[src/design/possens_pkg.sv]
package possens_pkg;
  localparam logic [15:0] ADDR_INTERVAL   = 16'h000b;
  localparam logic [15:0] ADDR_POWER_MODE = 16'h000e;
  localparam logic [15:0] ADDR_RESULT     = 16'h0100;
  localparam logic [15:0] ADDR_CHECKSUM   = 16'h0108;
  localparam logic [15:0] ADDR_TEMP       = 16'h0110;
  localparam logic [15:0] ADDR_POSITION   = 16'h0122;
  localparam int          DIR_BIT         = 15;
  localparam int          FRAME_BITS      = 32;
  localparam int          WORD_BITS       = 16;
  localparam int          CLOCK_HZ        = 10000000;
  localparam int          RESET_MIN_NS    = 1800;
  localparam int          RESET_MAX_NS    = 7100;
  localparam int          RESET_CYCLES    = (RESET_MIN_NS * (CLOCK_HZ / 1000000) + 999) / 1000;
  localparam int          WAKE_MAX_US     = 200;
  localparam int          WAKE_CYCLES     = WAKE_MAX_US * (CLOCK_HZ / 1000000) / 2;
  localparam int          INTERVAL0_US    = 1000;
  localparam int          INTERVAL1_US    = 2000;
  localparam int          INTERVAL0_CYCLES = INTERVAL0_US * (CLOCK_HZ / 1000000);
  localparam int          INTERVAL1_CYCLES = INTERVAL1_US * (CLOCK_HZ / 1000000);
  localparam int          SCK_MAX_HZ      = 1000000;
  localparam int          SCK_HALF_CYCLES = CLOCK_HZ / SCK_MAX_HZ / 2;
  localparam int          MODE_SINGLE_BIT = 0;
  localparam int          INTERVAL_SEL_BIT = 0;
  localparam logic [15:0] WORD_ZERO       = 16'h0000;
  localparam logic [15:0] CTRL_GO         = 16'h0001;
  localparam logic [15:0] STAT_BUSY       = 16'h0001;
  localparam logic [15:0] STAT_READY      = 16'h0002;
  localparam logic [15:0] STAT_RESET      = 16'h0004;
  localparam logic [11:0] APB_CTRL        = 12'h000;
  localparam logic [11:0] APB_ADDR        = 12'h004;
  localparam logic [11:0] APB_WDATA       = 12'h008;
  localparam logic [11:0] APB_RDATA       = 12'h00c;
  localparam logic [11:0] APB_STATUS      = 12'h010;
  localparam logic [11:0] APB_CSMODE      = 12'h014;
endpackage : possens_pkg

[src/design/sensor_link_if.sv]
`timescale 1ns/1ps
interface sensor_link_if;
  logic sck;
  logic mosi;
  logic cs_n;
  logic miso;
  logic miso_oe;
  logic ready;
  logic reset_pin_in;
  logic reset_dev_out;
  logic reset_dev_oe;
  logic reset_host_out;
  logic reset_host_oe;
  modport sensor (input sck, mosi, cs_n, reset_pin_in,
                  output miso, miso_oe, ready, reset_dev_out, reset_dev_oe);
  modport host (input miso, miso_oe, ready, reset_pin_in,
                output sck, mosi, cs_n, reset_host_out, reset_host_oe);
endinterface : sensor_link_if

[src/design/position_sensor.sv]
`timescale 1ns/1ps
// Contract
// - Chip select low enables sensor serial participation.
// - Chip select may stay low across commands.
// - Both directions transfer on rising SCK.
// - Without chip select, frames found by counting.
// - Host uses one chip select per sensor.
// - Host checks alignment by checksum or readback.
// - Reading result or position clears ready.
// - Continuous mode measures, updates, raises ready.
// - Single-loop mode enters standby after measuring.
// - Mode chosen by power mode control register.
// - Single-loop raises ready before standby.
// - Reset pin outputs internal power-on reset.
// - Reset pin driven low applies internal reset.
// - Host waits for ready after power-up.
// - Internal reset pulse 1.8 to 7.1 microseconds.
// - Die temperature signed, zero at 25 degrees.
// - Sample interval chosen by interval register.
// - Host serial clock at most 1 MHz.
// - Frame is 16-bit address, 16-bit data.
// - Address MSB zero reads, one writes.
// - Read data shifts out in following 16 cycles.
// - Checksum XORs every read, readable at 0108h.
module position_sensor
  import possens_pkg::*;
#(
  parameter int INTERVAL0 = INTERVAL0_CYCLES,
  parameter int INTERVAL1 = INTERVAL1_CYCLES,
  parameter int WAKE      = WAKE_CYCLES
) (
  input  wire logic        clock,
  input  wire logic        resetn,
  input  wire logic        enable,
  sensor_link_if.sensor    link,
  input  wire logic [15:0] position_in,
  input  wire logic [15:0] temperature_in,
  input  wire logic        use_chip_select
);
  if (INTERVAL0 < 2 || INTERVAL1 < 2 || WAKE < 1) begin : bad_counts
    $error("position_sensor: bad counts");
  end

  typedef enum {ST_RESET, ST_MEASURE, ST_STANDBY, ST_WAKE} seq_state_t;

  logic [1:0]  sck_sync;
  logic [1:0]  mosi_sync;
  logic [1:0]  cs_sync;
  logic [1:0]  rst_sync;
  logic [1:0]  drv_sync;
  logic        sck_last;
  logic [4:0]  bit_count;
  logic [15:0] shift_in;
  logic [15:0] shift_out;
  logic [15:0] addr_word;
  logic        in_data;
  logic [15:0] interval_reg;
  logic [15:0] mode_reg;
  logic [15:0] result_reg;
  logic [15:0] temp_reg;
  logic [15:0] position_reg;
  logic [15:0] checksum;
  logic        ready;
  logic        por_active;
  logic [7:0]  por_count;
  logic [31:0] timer;
  seq_state_t  state;

  wire cs_low     = !use_chip_select || !cs_sync[1];
  wire pin_pulled = !rst_sync[1] && !drv_sync[1];
  wire enter_reset = pin_pulled && !por_active;
  wire sck_rise   = sck_sync[1] && !sck_last && cs_low;
  wire [15:0] next_shift = {shift_in[14:0], mosi_sync[1]};
  wire addr_done  = sck_rise && !in_data && bit_count == 5'(WORD_BITS - 1);
  wire data_done  = sck_rise && in_data && bit_count == 5'(WORD_BITS - 1);
  wire is_write   = addr_word[DIR_BIT];
  wire [15:0] read_addr = {1'b0, next_shift[14:0]};
  wire rd_result  = addr_done && !next_shift[DIR_BIT] && read_addr == ADDR_RESULT;
  wire rd_pos     = addr_done && !next_shift[DIR_BIT] && read_addr == ADDR_POSITION;
  wire single     = mode_reg[MODE_SINGLE_BIT];
  wire [31:0] interval = interval_reg[INTERVAL_SEL_BIT] ? INTERVAL1 : INTERVAL0;
  wire meas_done  = state == ST_MEASURE && timer >= interval - 32'd1;
  logic [15:0] read_value;

  always_comb begin
    case (read_addr)
      ADDR_INTERVAL:   read_value = interval_reg;
      ADDR_POWER_MODE: read_value = mode_reg;
      ADDR_RESULT:     read_value = result_reg;
      ADDR_CHECKSUM:   read_value = checksum;
      ADDR_TEMP:       read_value = temp_reg;
      ADDR_POSITION:   read_value = position_reg;
      default:         read_value = WORD_ZERO;
    endcase
  end

  always_ff @(posedge clock or negedge resetn) begin
    if (!resetn) begin
      sck_sync  <= 2'b00;
      mosi_sync <= 2'b00;
      cs_sync   <= 2'b11;
      rst_sync  <= 2'b11;
      drv_sync  <= 2'b11;
      sck_last  <= 1'b0;
    end else if (enable) begin
      sck_sync  <= {sck_sync[0], link.sck};
      mosi_sync <= {mosi_sync[0], link.mosi};
      cs_sync   <= {cs_sync[0], link.cs_n};
      rst_sync  <= {rst_sync[0], link.reset_pin_in};
      // Own drive of the reset pin, delayed like the pin so that it can be masked.
      drv_sync  <= {drv_sync[0], por_active};
      sck_last  <= sck_sync[1];
    end
  end

  always_ff @(posedge clock or negedge resetn) begin
    if (!resetn) begin
      por_active <= 1'b1;
      por_count  <= 8'h00;
    end else if (enable) begin
      if (enter_reset) begin
        por_active <= 1'b1;
        por_count  <= 8'h00;
      end else if (por_active && por_count < 8'(RESET_CYCLES - 1)) begin
        por_count <= por_count + 8'h01;
      end else if (por_active) begin
        por_active <= 1'b0;
      end
    end
  end

  always_ff @(posedge clock or negedge resetn) begin
    if (!resetn) begin
      bit_count <= 5'h00;
      in_data   <= 1'b0;
      shift_in  <= WORD_ZERO;
      shift_out <= WORD_ZERO;
      addr_word <= WORD_ZERO;
      checksum  <= WORD_ZERO;
      interval_reg <= WORD_ZERO;
      mode_reg  <= WORD_ZERO;
    end else if (enable) begin
      if (por_active || (use_chip_select && cs_sync[1])) begin
        bit_count <= 5'h00;
        in_data   <= 1'b0;
        if (por_active) begin
          checksum <= WORD_ZERO;
        end
      end else if (sck_rise) begin
        shift_in  <= next_shift;
        shift_out <= {shift_out[14:0], 1'b0};
        bit_count <= (bit_count == 5'(WORD_BITS - 1)) ? 5'h00 : bit_count + 5'h01;
        if (addr_done) begin
          in_data   <= 1'b1;
          addr_word <= next_shift;
          shift_out <= read_value;
          if (!next_shift[DIR_BIT]) begin
            checksum <= checksum ^ read_value;
          end
        end else if (data_done) begin
          in_data   <= 1'b0;
          shift_out <= addr_word;
          if (is_write && {1'b0, addr_word[14:0]} == ADDR_INTERVAL) begin
            interval_reg <= next_shift;
          end
          if (is_write && {1'b0, addr_word[14:0]} == ADDR_POWER_MODE) begin
            mode_reg <= next_shift;
          end
        end
      end
    end
  end

  always_ff @(posedge clock or negedge resetn) begin
    if (!resetn) begin
      state        <= ST_RESET;
      timer        <= 32'h0;
      ready        <= 1'b0;
      result_reg   <= WORD_ZERO;
      temp_reg     <= WORD_ZERO;
      position_reg <= WORD_ZERO;
    end else if (enable) begin
      if (por_active || enter_reset) begin
        state <= ST_RESET;
        timer <= 32'h0;
        ready <= 1'b0;
      end else begin
        if (meas_done) begin
          ready <= 1'b1;
        end else if (rd_result || rd_pos) begin
          ready <= 1'b0;
        end
        case (state)
          ST_RESET: begin
            state <= ST_MEASURE;
            timer <= 32'h0;
          end
          ST_MEASURE: begin
            timer <= timer + 32'h1;
            if (meas_done) begin
              result_reg   <= position_in;
              position_reg <= position_in;
              temp_reg     <= temperature_in;
              timer        <= 32'h0;
              state        <= single ? ST_STANDBY : ST_MEASURE;
            end
          end
          ST_STANDBY: begin
            timer <= 32'h0;
            if (!single) begin
              state <= ST_WAKE;
            end
          end
          ST_WAKE: begin
            timer <= timer + 32'h1;
            if (timer >= WAKE - 1) begin
              state <= ST_MEASURE;
              timer <= 32'h0;
            end
          end
          default: state <= ST_RESET;
        endcase
      end
    end
  end

  assign link.miso          = shift_out[WORD_BITS - 1];
  assign link.miso_oe       = use_chip_select ? !cs_sync[1] : 1'b1;
  assign link.ready         = ready;
  assign link.reset_dev_out = 1'b0;
  assign link.reset_dev_oe  = por_active;
endmodule : position_sensor

[src/flat_wrapper.sv]
// flat-port wrapper written by rule: the top's interface ports become plain ports
module position_sensor_flat import possens_pkg::*;
#(
  parameter int INTERVAL0 = INTERVAL0_CYCLES,
  parameter int INTERVAL1 = INTERVAL1_CYCLES,
  parameter int WAKE      = WAKE_CYCLES
)
  (clock, resetn, enable, position_in, temperature_in, use_chip_select, link_sck, link_mosi, link_cs_n, link_reset_pin_in, link_miso, link_miso_oe, link_ready, link_reset_dev_out, link_reset_dev_oe);
  sensor_link_if link_i ();
  input  wire logic clock;
  input  wire logic resetn;
  input  wire logic enable;
  input  wire logic [15:0] position_in;
  input  wire logic [15:0] temperature_in;
  input  wire logic use_chip_select;
  input wire logic [$bits(link_i.sck)-1:0] link_sck;
  input wire logic [$bits(link_i.mosi)-1:0] link_mosi;
  input wire logic [$bits(link_i.cs_n)-1:0] link_cs_n;
  input wire logic [$bits(link_i.reset_pin_in)-1:0] link_reset_pin_in;
  output wire logic [$bits(link_i.miso)-1:0] link_miso;
  output wire logic [$bits(link_i.miso_oe)-1:0] link_miso_oe;
  output wire logic [$bits(link_i.ready)-1:0] link_ready;
  output wire logic [$bits(link_i.reset_dev_out)-1:0] link_reset_dev_out;
  output wire logic [$bits(link_i.reset_dev_oe)-1:0] link_reset_dev_oe;
  assign link_i.sck = link_sck;
  assign link_i.mosi = link_mosi;
  assign link_i.cs_n = link_cs_n;
  assign link_i.reset_pin_in = link_reset_pin_in;
  assign link_miso = link_i.miso;
  assign link_miso_oe = link_i.miso_oe;
  assign link_ready = link_i.ready;
  assign link_reset_dev_out = link_i.reset_dev_out;
  assign link_reset_dev_oe = link_i.reset_dev_oe;
  position_sensor #(.INTERVAL0(INTERVAL0), .INTERVAL1(INTERVAL1), .WAKE(WAKE)) u_core (.clock(clock), .resetn(resetn), .enable(enable), .link(link_i), .position_in(position_in), .temperature_in(temperature_in), .use_chip_select(use_chip_select));
endmodule
[config.mk]
export PLATFORM = sky130hd
export DESIGN_NAME = position_sensor_flat
export DESIGN_NICKNAME = d
export VERILOG_FILES = /design/src/design/possens_pkg.sv /design/src/design/sensor_link_if.sv /design/src/design/position_sensor.sv /design/src/flat_wrapper.sv
export SDC_FILE = /design/constraint.sdc
export NUM_CORES = 1
export LEC_CHECK = 0
export ABC_CLOCK_PERIOD_IN_PS = 4600
export BUFFER_PORTS_ARGS = -buffer_cell sky130_fd_sc_hd__buf_2
export CAP_MARGIN = 20
export CORE_MARGIN = 1.5
export CORE_UTILIZATION = 55
export CTS_CLUSTER_DIAMETER = 80
export DETAILED_ROUTE_END_ITERATION = 16
export MAX_ROUTING_LAYER = met4
export PLACE_DENSITY = 0.84
export SYNTH_ARGS = -nofsm -noshare
export SYNTH_HDL_FRONTEND = slang
export SYNTH_SLANG_ARGS = --single-unit
[constraint.sdc]
create_clock -name clock -period 4.6 [get_ports clock]
set_clock_uncertainty 0.2 [all_clocks]
set_input_delay 1.15 -clock clock [delete_from_list [all_inputs] [get_ports clock]]
set_output_delay 1.15 -clock clock [all_outputs]
set_load 0.03 [all_outputs]
Word-level counts from Yosys, hierarchy flattened --
Cells that the tools add are included. W data, S select, Z words.
Word-level totals: bits in registers 218, output and inout bits 5
Cells by class: add/subtract/negate cells 4, muxes and demuxes 34, reductions and logical operators 50, order comparisons 3, bitwise gates (word level) 4, equality and inequality tests 19
Operators with widths (count):
- $mux W32 | 7
- $pmux W32 S4 | 1
- $mux W16 | 7
- $eq A32 B2 Y1 const B | 3
- $pmux W32 S3 | 1
- $pmux W16 S5 | 1
- $eq A15 B4 Y1 const B | 4
- $eq A15 B9 Y1 const B | 4
- $add A32 B1 Y32 const B | 1
- $eq A32 B1 Y1 const B | 1
- $ge A32 B10 Y1 const B | 1
- $ge A32 B32 Y1 | 1
- $logic_not A32 Y1 | 1
- $sub A32 B1 Y32 const B | 1
- $logic_and A1 B1 Y1 | 16
- $mux W8 | 2
- $xor A16 B16 Y16 | 1
- $mux W15 | 1
- $mux W5 | 3
- $reduce_and A4 Y1 | 3
- $reduce_and A6 Y1 | 2
- $mux W1 | 10
- $reduce_and A2 Y1 | 5
- $add A8 B1 Y8 const B | 1
- other kinds (17) | 36

Logic depth before layout (Yosys ltp) --
word-level depth 11, mapped depth 10, gate-level depth less buffers 8

Worst setup path after synthesis --
Ideal clock, no wire load.
path type in2reg, from in use_chip_select, to reg u_core.mode_reg[10], cell stages on the path 7, data required time 4.272 ns, setup time 0.128 ns, data arrival time 2.866 ns, slack 1.406 ns, cells stage by stage nand2_1 nand2_1 nor4_1 and4_1 nand3b_2 buf_2 mux2_1
Between the ends: longest elaborated chain between the ends 7, elaborated cells between the ends (all ways) 12
RTL lines:
- start: declaration | RTL line flat_wrapper.sv:15 | input wire logic use_chip_select;
- $logic_not A1 Y1 | RTL line position_sensor.sv:69 | wire cs_low = !use_chip_select || !cs_sync[1];
- $logic_or A1 B1 Y1 | RTL line position_sensor.sv:69
- $logic_and A1 B1 Y1 | RTL line position_sensor.sv:72 | wire sck_rise = sck_sync[1] && !sck_last && cs_low;
- $logic_and A1 B1 Y1 (2 in series) | RTL line position_sensor.sv:74 | wire addr_done = sck_rise && !in_data && bit_count == 5'(WORD_BITS - 1);
- $not A1 Y1 (no line)
- $reduce_and A6 Y1 (no line) *
- end signal: assignment | RTL line position_sensor.sv:167 | mode_reg <= next_shift;
- end: declaration | RTL line position_sensor.sv:58 | logic [15:0] mode_reg;
Every way passes the cells marked *; elsewhere a longest branch is shown, timed or not. A chain may end at the register's enable or synchronous reset.

Worst setup path in the final report --
from in enable, to reg u_core.mode_reg[5]
Between the ends: longest elaborated chain between the ends 1
RTL lines:
- start: declaration | RTL line flat_wrapper.sv:12 | input wire logic enable;
- $reduce_and A6 Y1 (no line)
Every way passes these cells.

==> flow_metrics.env <==
export IMPL_synth_cell_type_count=66
export IMPL_rows=46
export IMPL_clock_root_buffer="clkbuf_16"
export IMPL_diodes=0
export IMPL_end_kind="flip-flop"
export IMPL_crit_type="input port to flip-flop"
export IMPL_crit_path_max_fanout=22
export IMPL_setup_tns_ps=0
export IMPL_clockBufferDepth=2
export IMPL_die_h_um=132
export IMPL_syn_inst=826
export IMPL_slew_viol_final=0
export IMPL_drt_pass1_iterations=6
export IMPL_most_common_layout_cells="181 x dfrtp_1, 88 x mux2_2, 76 x nand2_1, 59 x nand3_1, 42 x buf_2"
export IMPL_grt_overflow_total=0
export IMPL_syn_to_final_growth_pct=11.4
export IMPL_cts_resized=0
export IMPL_synth_net_count=875
export IMPL_numCtsBuffers=17
export IMPL_max_slew_margin=0.261
export IMPL_wl_per_cell_um=19.1
export IMPL_fmax_mhz=290
export IMPL_largest_reg_flops=32
export IMPL_critPathArrivalTime_ps=3550
export IMPL_worst_setup_hold_path_clk_slew_ps=60
export IMPL_hold_buffers=0
export IMPL_drive_gt1_frac=0.266
export IMPL_hold_viol_final=0
export IMPL_gp_congestion=0.841
export IMPL_maxCapViolCount=0
export IMPL_antenna_left=0
export IMPL_postSynthAreaPerCell_sq_um=11.1
export IMPL_grt_pass1_vias=6803
export IMPL_final_core_util=0.634
export IMPL_core_sq_um=16100
export IMPL_fin_area_sq_um=10200
export IMPL_ioPinCount=45
export IMPL_first_iter_violations=725
export IMPL_via_count=6743
export IMPL_finalNonFillerCells=1087
export IMPL_worstSkewPairLatency_ps=430
export IMPL_track_usage=0.257
export IMPL_dpl_cell_count=1052
export IMPL_finalCritPeriodShare=0.750
export IMPL_synth_seq_cells=188
export IMPL_required_ps=4700
export IMPL_vdd_drop_max_mv=0.281
export IMPL_grt_setup_unrepaired="false"
export IMPL_dp_hpwl_um=13200
export IMPL_cellPowerDensity_nw_per_um2=402
export IMPL_slowest_stage="mux2_1"
export IMPL_ys_async_sr_fraction=1.00
export IMPL_critPathMaxStageDelay_ps=480
export IMPL_yosys_warnings=0
export IMPL_htree_levels=4
export IMPL_pre_cts_ws_ps=899
export IMPL_power_leakage_nw=4.63
export IMPL_io_buffers=43
export IMPL_grt_max_degree=80
export IMPL_grt_pass1_wl_um=34800
export IMPL_fin_crit_ps=3450
export IMPL_routed_via_density=6.20
export IMPL_largest_register="u_core.timer"
export IMPL_placed_cell_area_sq_um=9520
export IMPL_dieArea_sq_um=17400
export IMPL_min_path_type="flip-flop to flip-flop"
export IMPL_synthesis_area_sq_um=9140
export IMPL_cts_setup_buffers=0
export IMPL_chipWidth_um=132
export IMPL_clock_sinks=188
export IMPL_crit_chain="buf_2 > buf_4 > nor2b_1 > nand2_1 > nor4_1 > and4_1 > nand3b_2 > mux2_1"
export IMPL_synth_edf_count=0
export IMPL_worstSetupStartpointType="input port"
export IMPL_worst_pin_slew_ps=1100
export IMPL_setup_viol=0
export IMPL_cts_tree="built"
export IMPL_start_util=0.569
export IMPL_power_mw=4.09
export IMPL_final_net_count=907
export IMPL_worst_slack_ps=1150
export IMPL_hold_worst_slack_ps=262
export IMPL_status="completed"
export IMPL_ys_seq_area_frac=0.516
export IMPL_final_common_cell="dfrtp_1"
export IMPL_synthFlopType="dfrtp_1"
export IMPL_wl_um=20700
export IMPL_drc=0
export IMPL_antenna_found_initial=0
Yosys cell counts, drive strengths merged, types with 5 or more instances:
library cell  number  share of area
a31oi             14         0.0096
nand3b             5         0.0063
mux2              93           0.11
buf               23          0.018
ha                 9          0.012
dfrtp            181           0.50
a211oi             6         0.0049
a21oi             46          0.029
nand2b             9         0.0062
nor3              12         0.0095
clkbuf            26          0.011
nor2b             22          0.015
a221oi            14          0.013
nor2              33          0.014
nand4             24          0.016
and3               9         0.0063
nor4               9         0.0078
nand2             76          0.031
and2              14         0.0096
nand3             68          0.042
and4              18          0.020
mux2i             16          0.018
o21ai             31          0.017
dfstp              7          0.020
inv               11         0.0045
final timing paths:
path                                startpoint                  end  slack, ps  cells past startpoint
max                                     enable   u_core.mode_reg[5]       1150                      8
min                         u_core.checksum[9]   u_core.checksum[9]        260                      1
max reg2reg                u_core.shift_in[11]  u_core.shift_out[1]       1290                      6
min reg2reg                 u_core.checksum[9]   u_core.checksum[9]        260                      1
max in group asynchronous               resetn   u_core.checksum[7]       2640                      3
min in group asynchronous               resetn  u_core.por_count[3]        530                      1
final cells by class:
class	instances	area (sq um)
fill	1172	5880
sequential	188	4710
multi-input combinational	578	4140
clock buffer	19	433
timing repair buffer	62	394
tap	216	270
clock inverter	13	189
inverter	11	41.3
kinds of logic after synthesis:
logic type	count (synthesis)	share of synthesized area
adders and majority gates	9	0.0123
other	1	0.000411
DFF	188	0.516
AOI/OAI and AO/OA	135	0.0952
xor gates and xnor gates	3	0.00288
and+or+nand+nor	321	0.208
buffers and inverters	60	0.0334
muxes	109	0.132
critical path, delay by kind of cell:
kind | cells | cell delay [ps]
buffers and inverters | 2 | 410
multiplexers | 1 | 480
AND/OR/NAND/NOR | 5 | 1490
power by group:
part	switching, mW	leakage (nW)	internal, mW	total [mW]
Combinational	0.357	1.82	0.216	0.572
Clock	0.638	0.298	0.915	1.55
Sequential	0.160	2.51	1.81	1.97
Total	1.15	4.63	2.94	4.09
routing by layer:
| metal | vias up | global-route usage | part of all wire |
|---|---|---|---|
| li1 | 3089 | - | - |
| met1 | 3325 | 0.353 | 0.44 |
| met5 | - | - | 0 |
| met4 | 0 | 0.119 | 0.026 |
| met2 | 276 | 0.380 | 0.47 |
| met3 | 53 | 0.0361 | 0.064 |
Note: power is estimated with default switching activity, not from simulation.
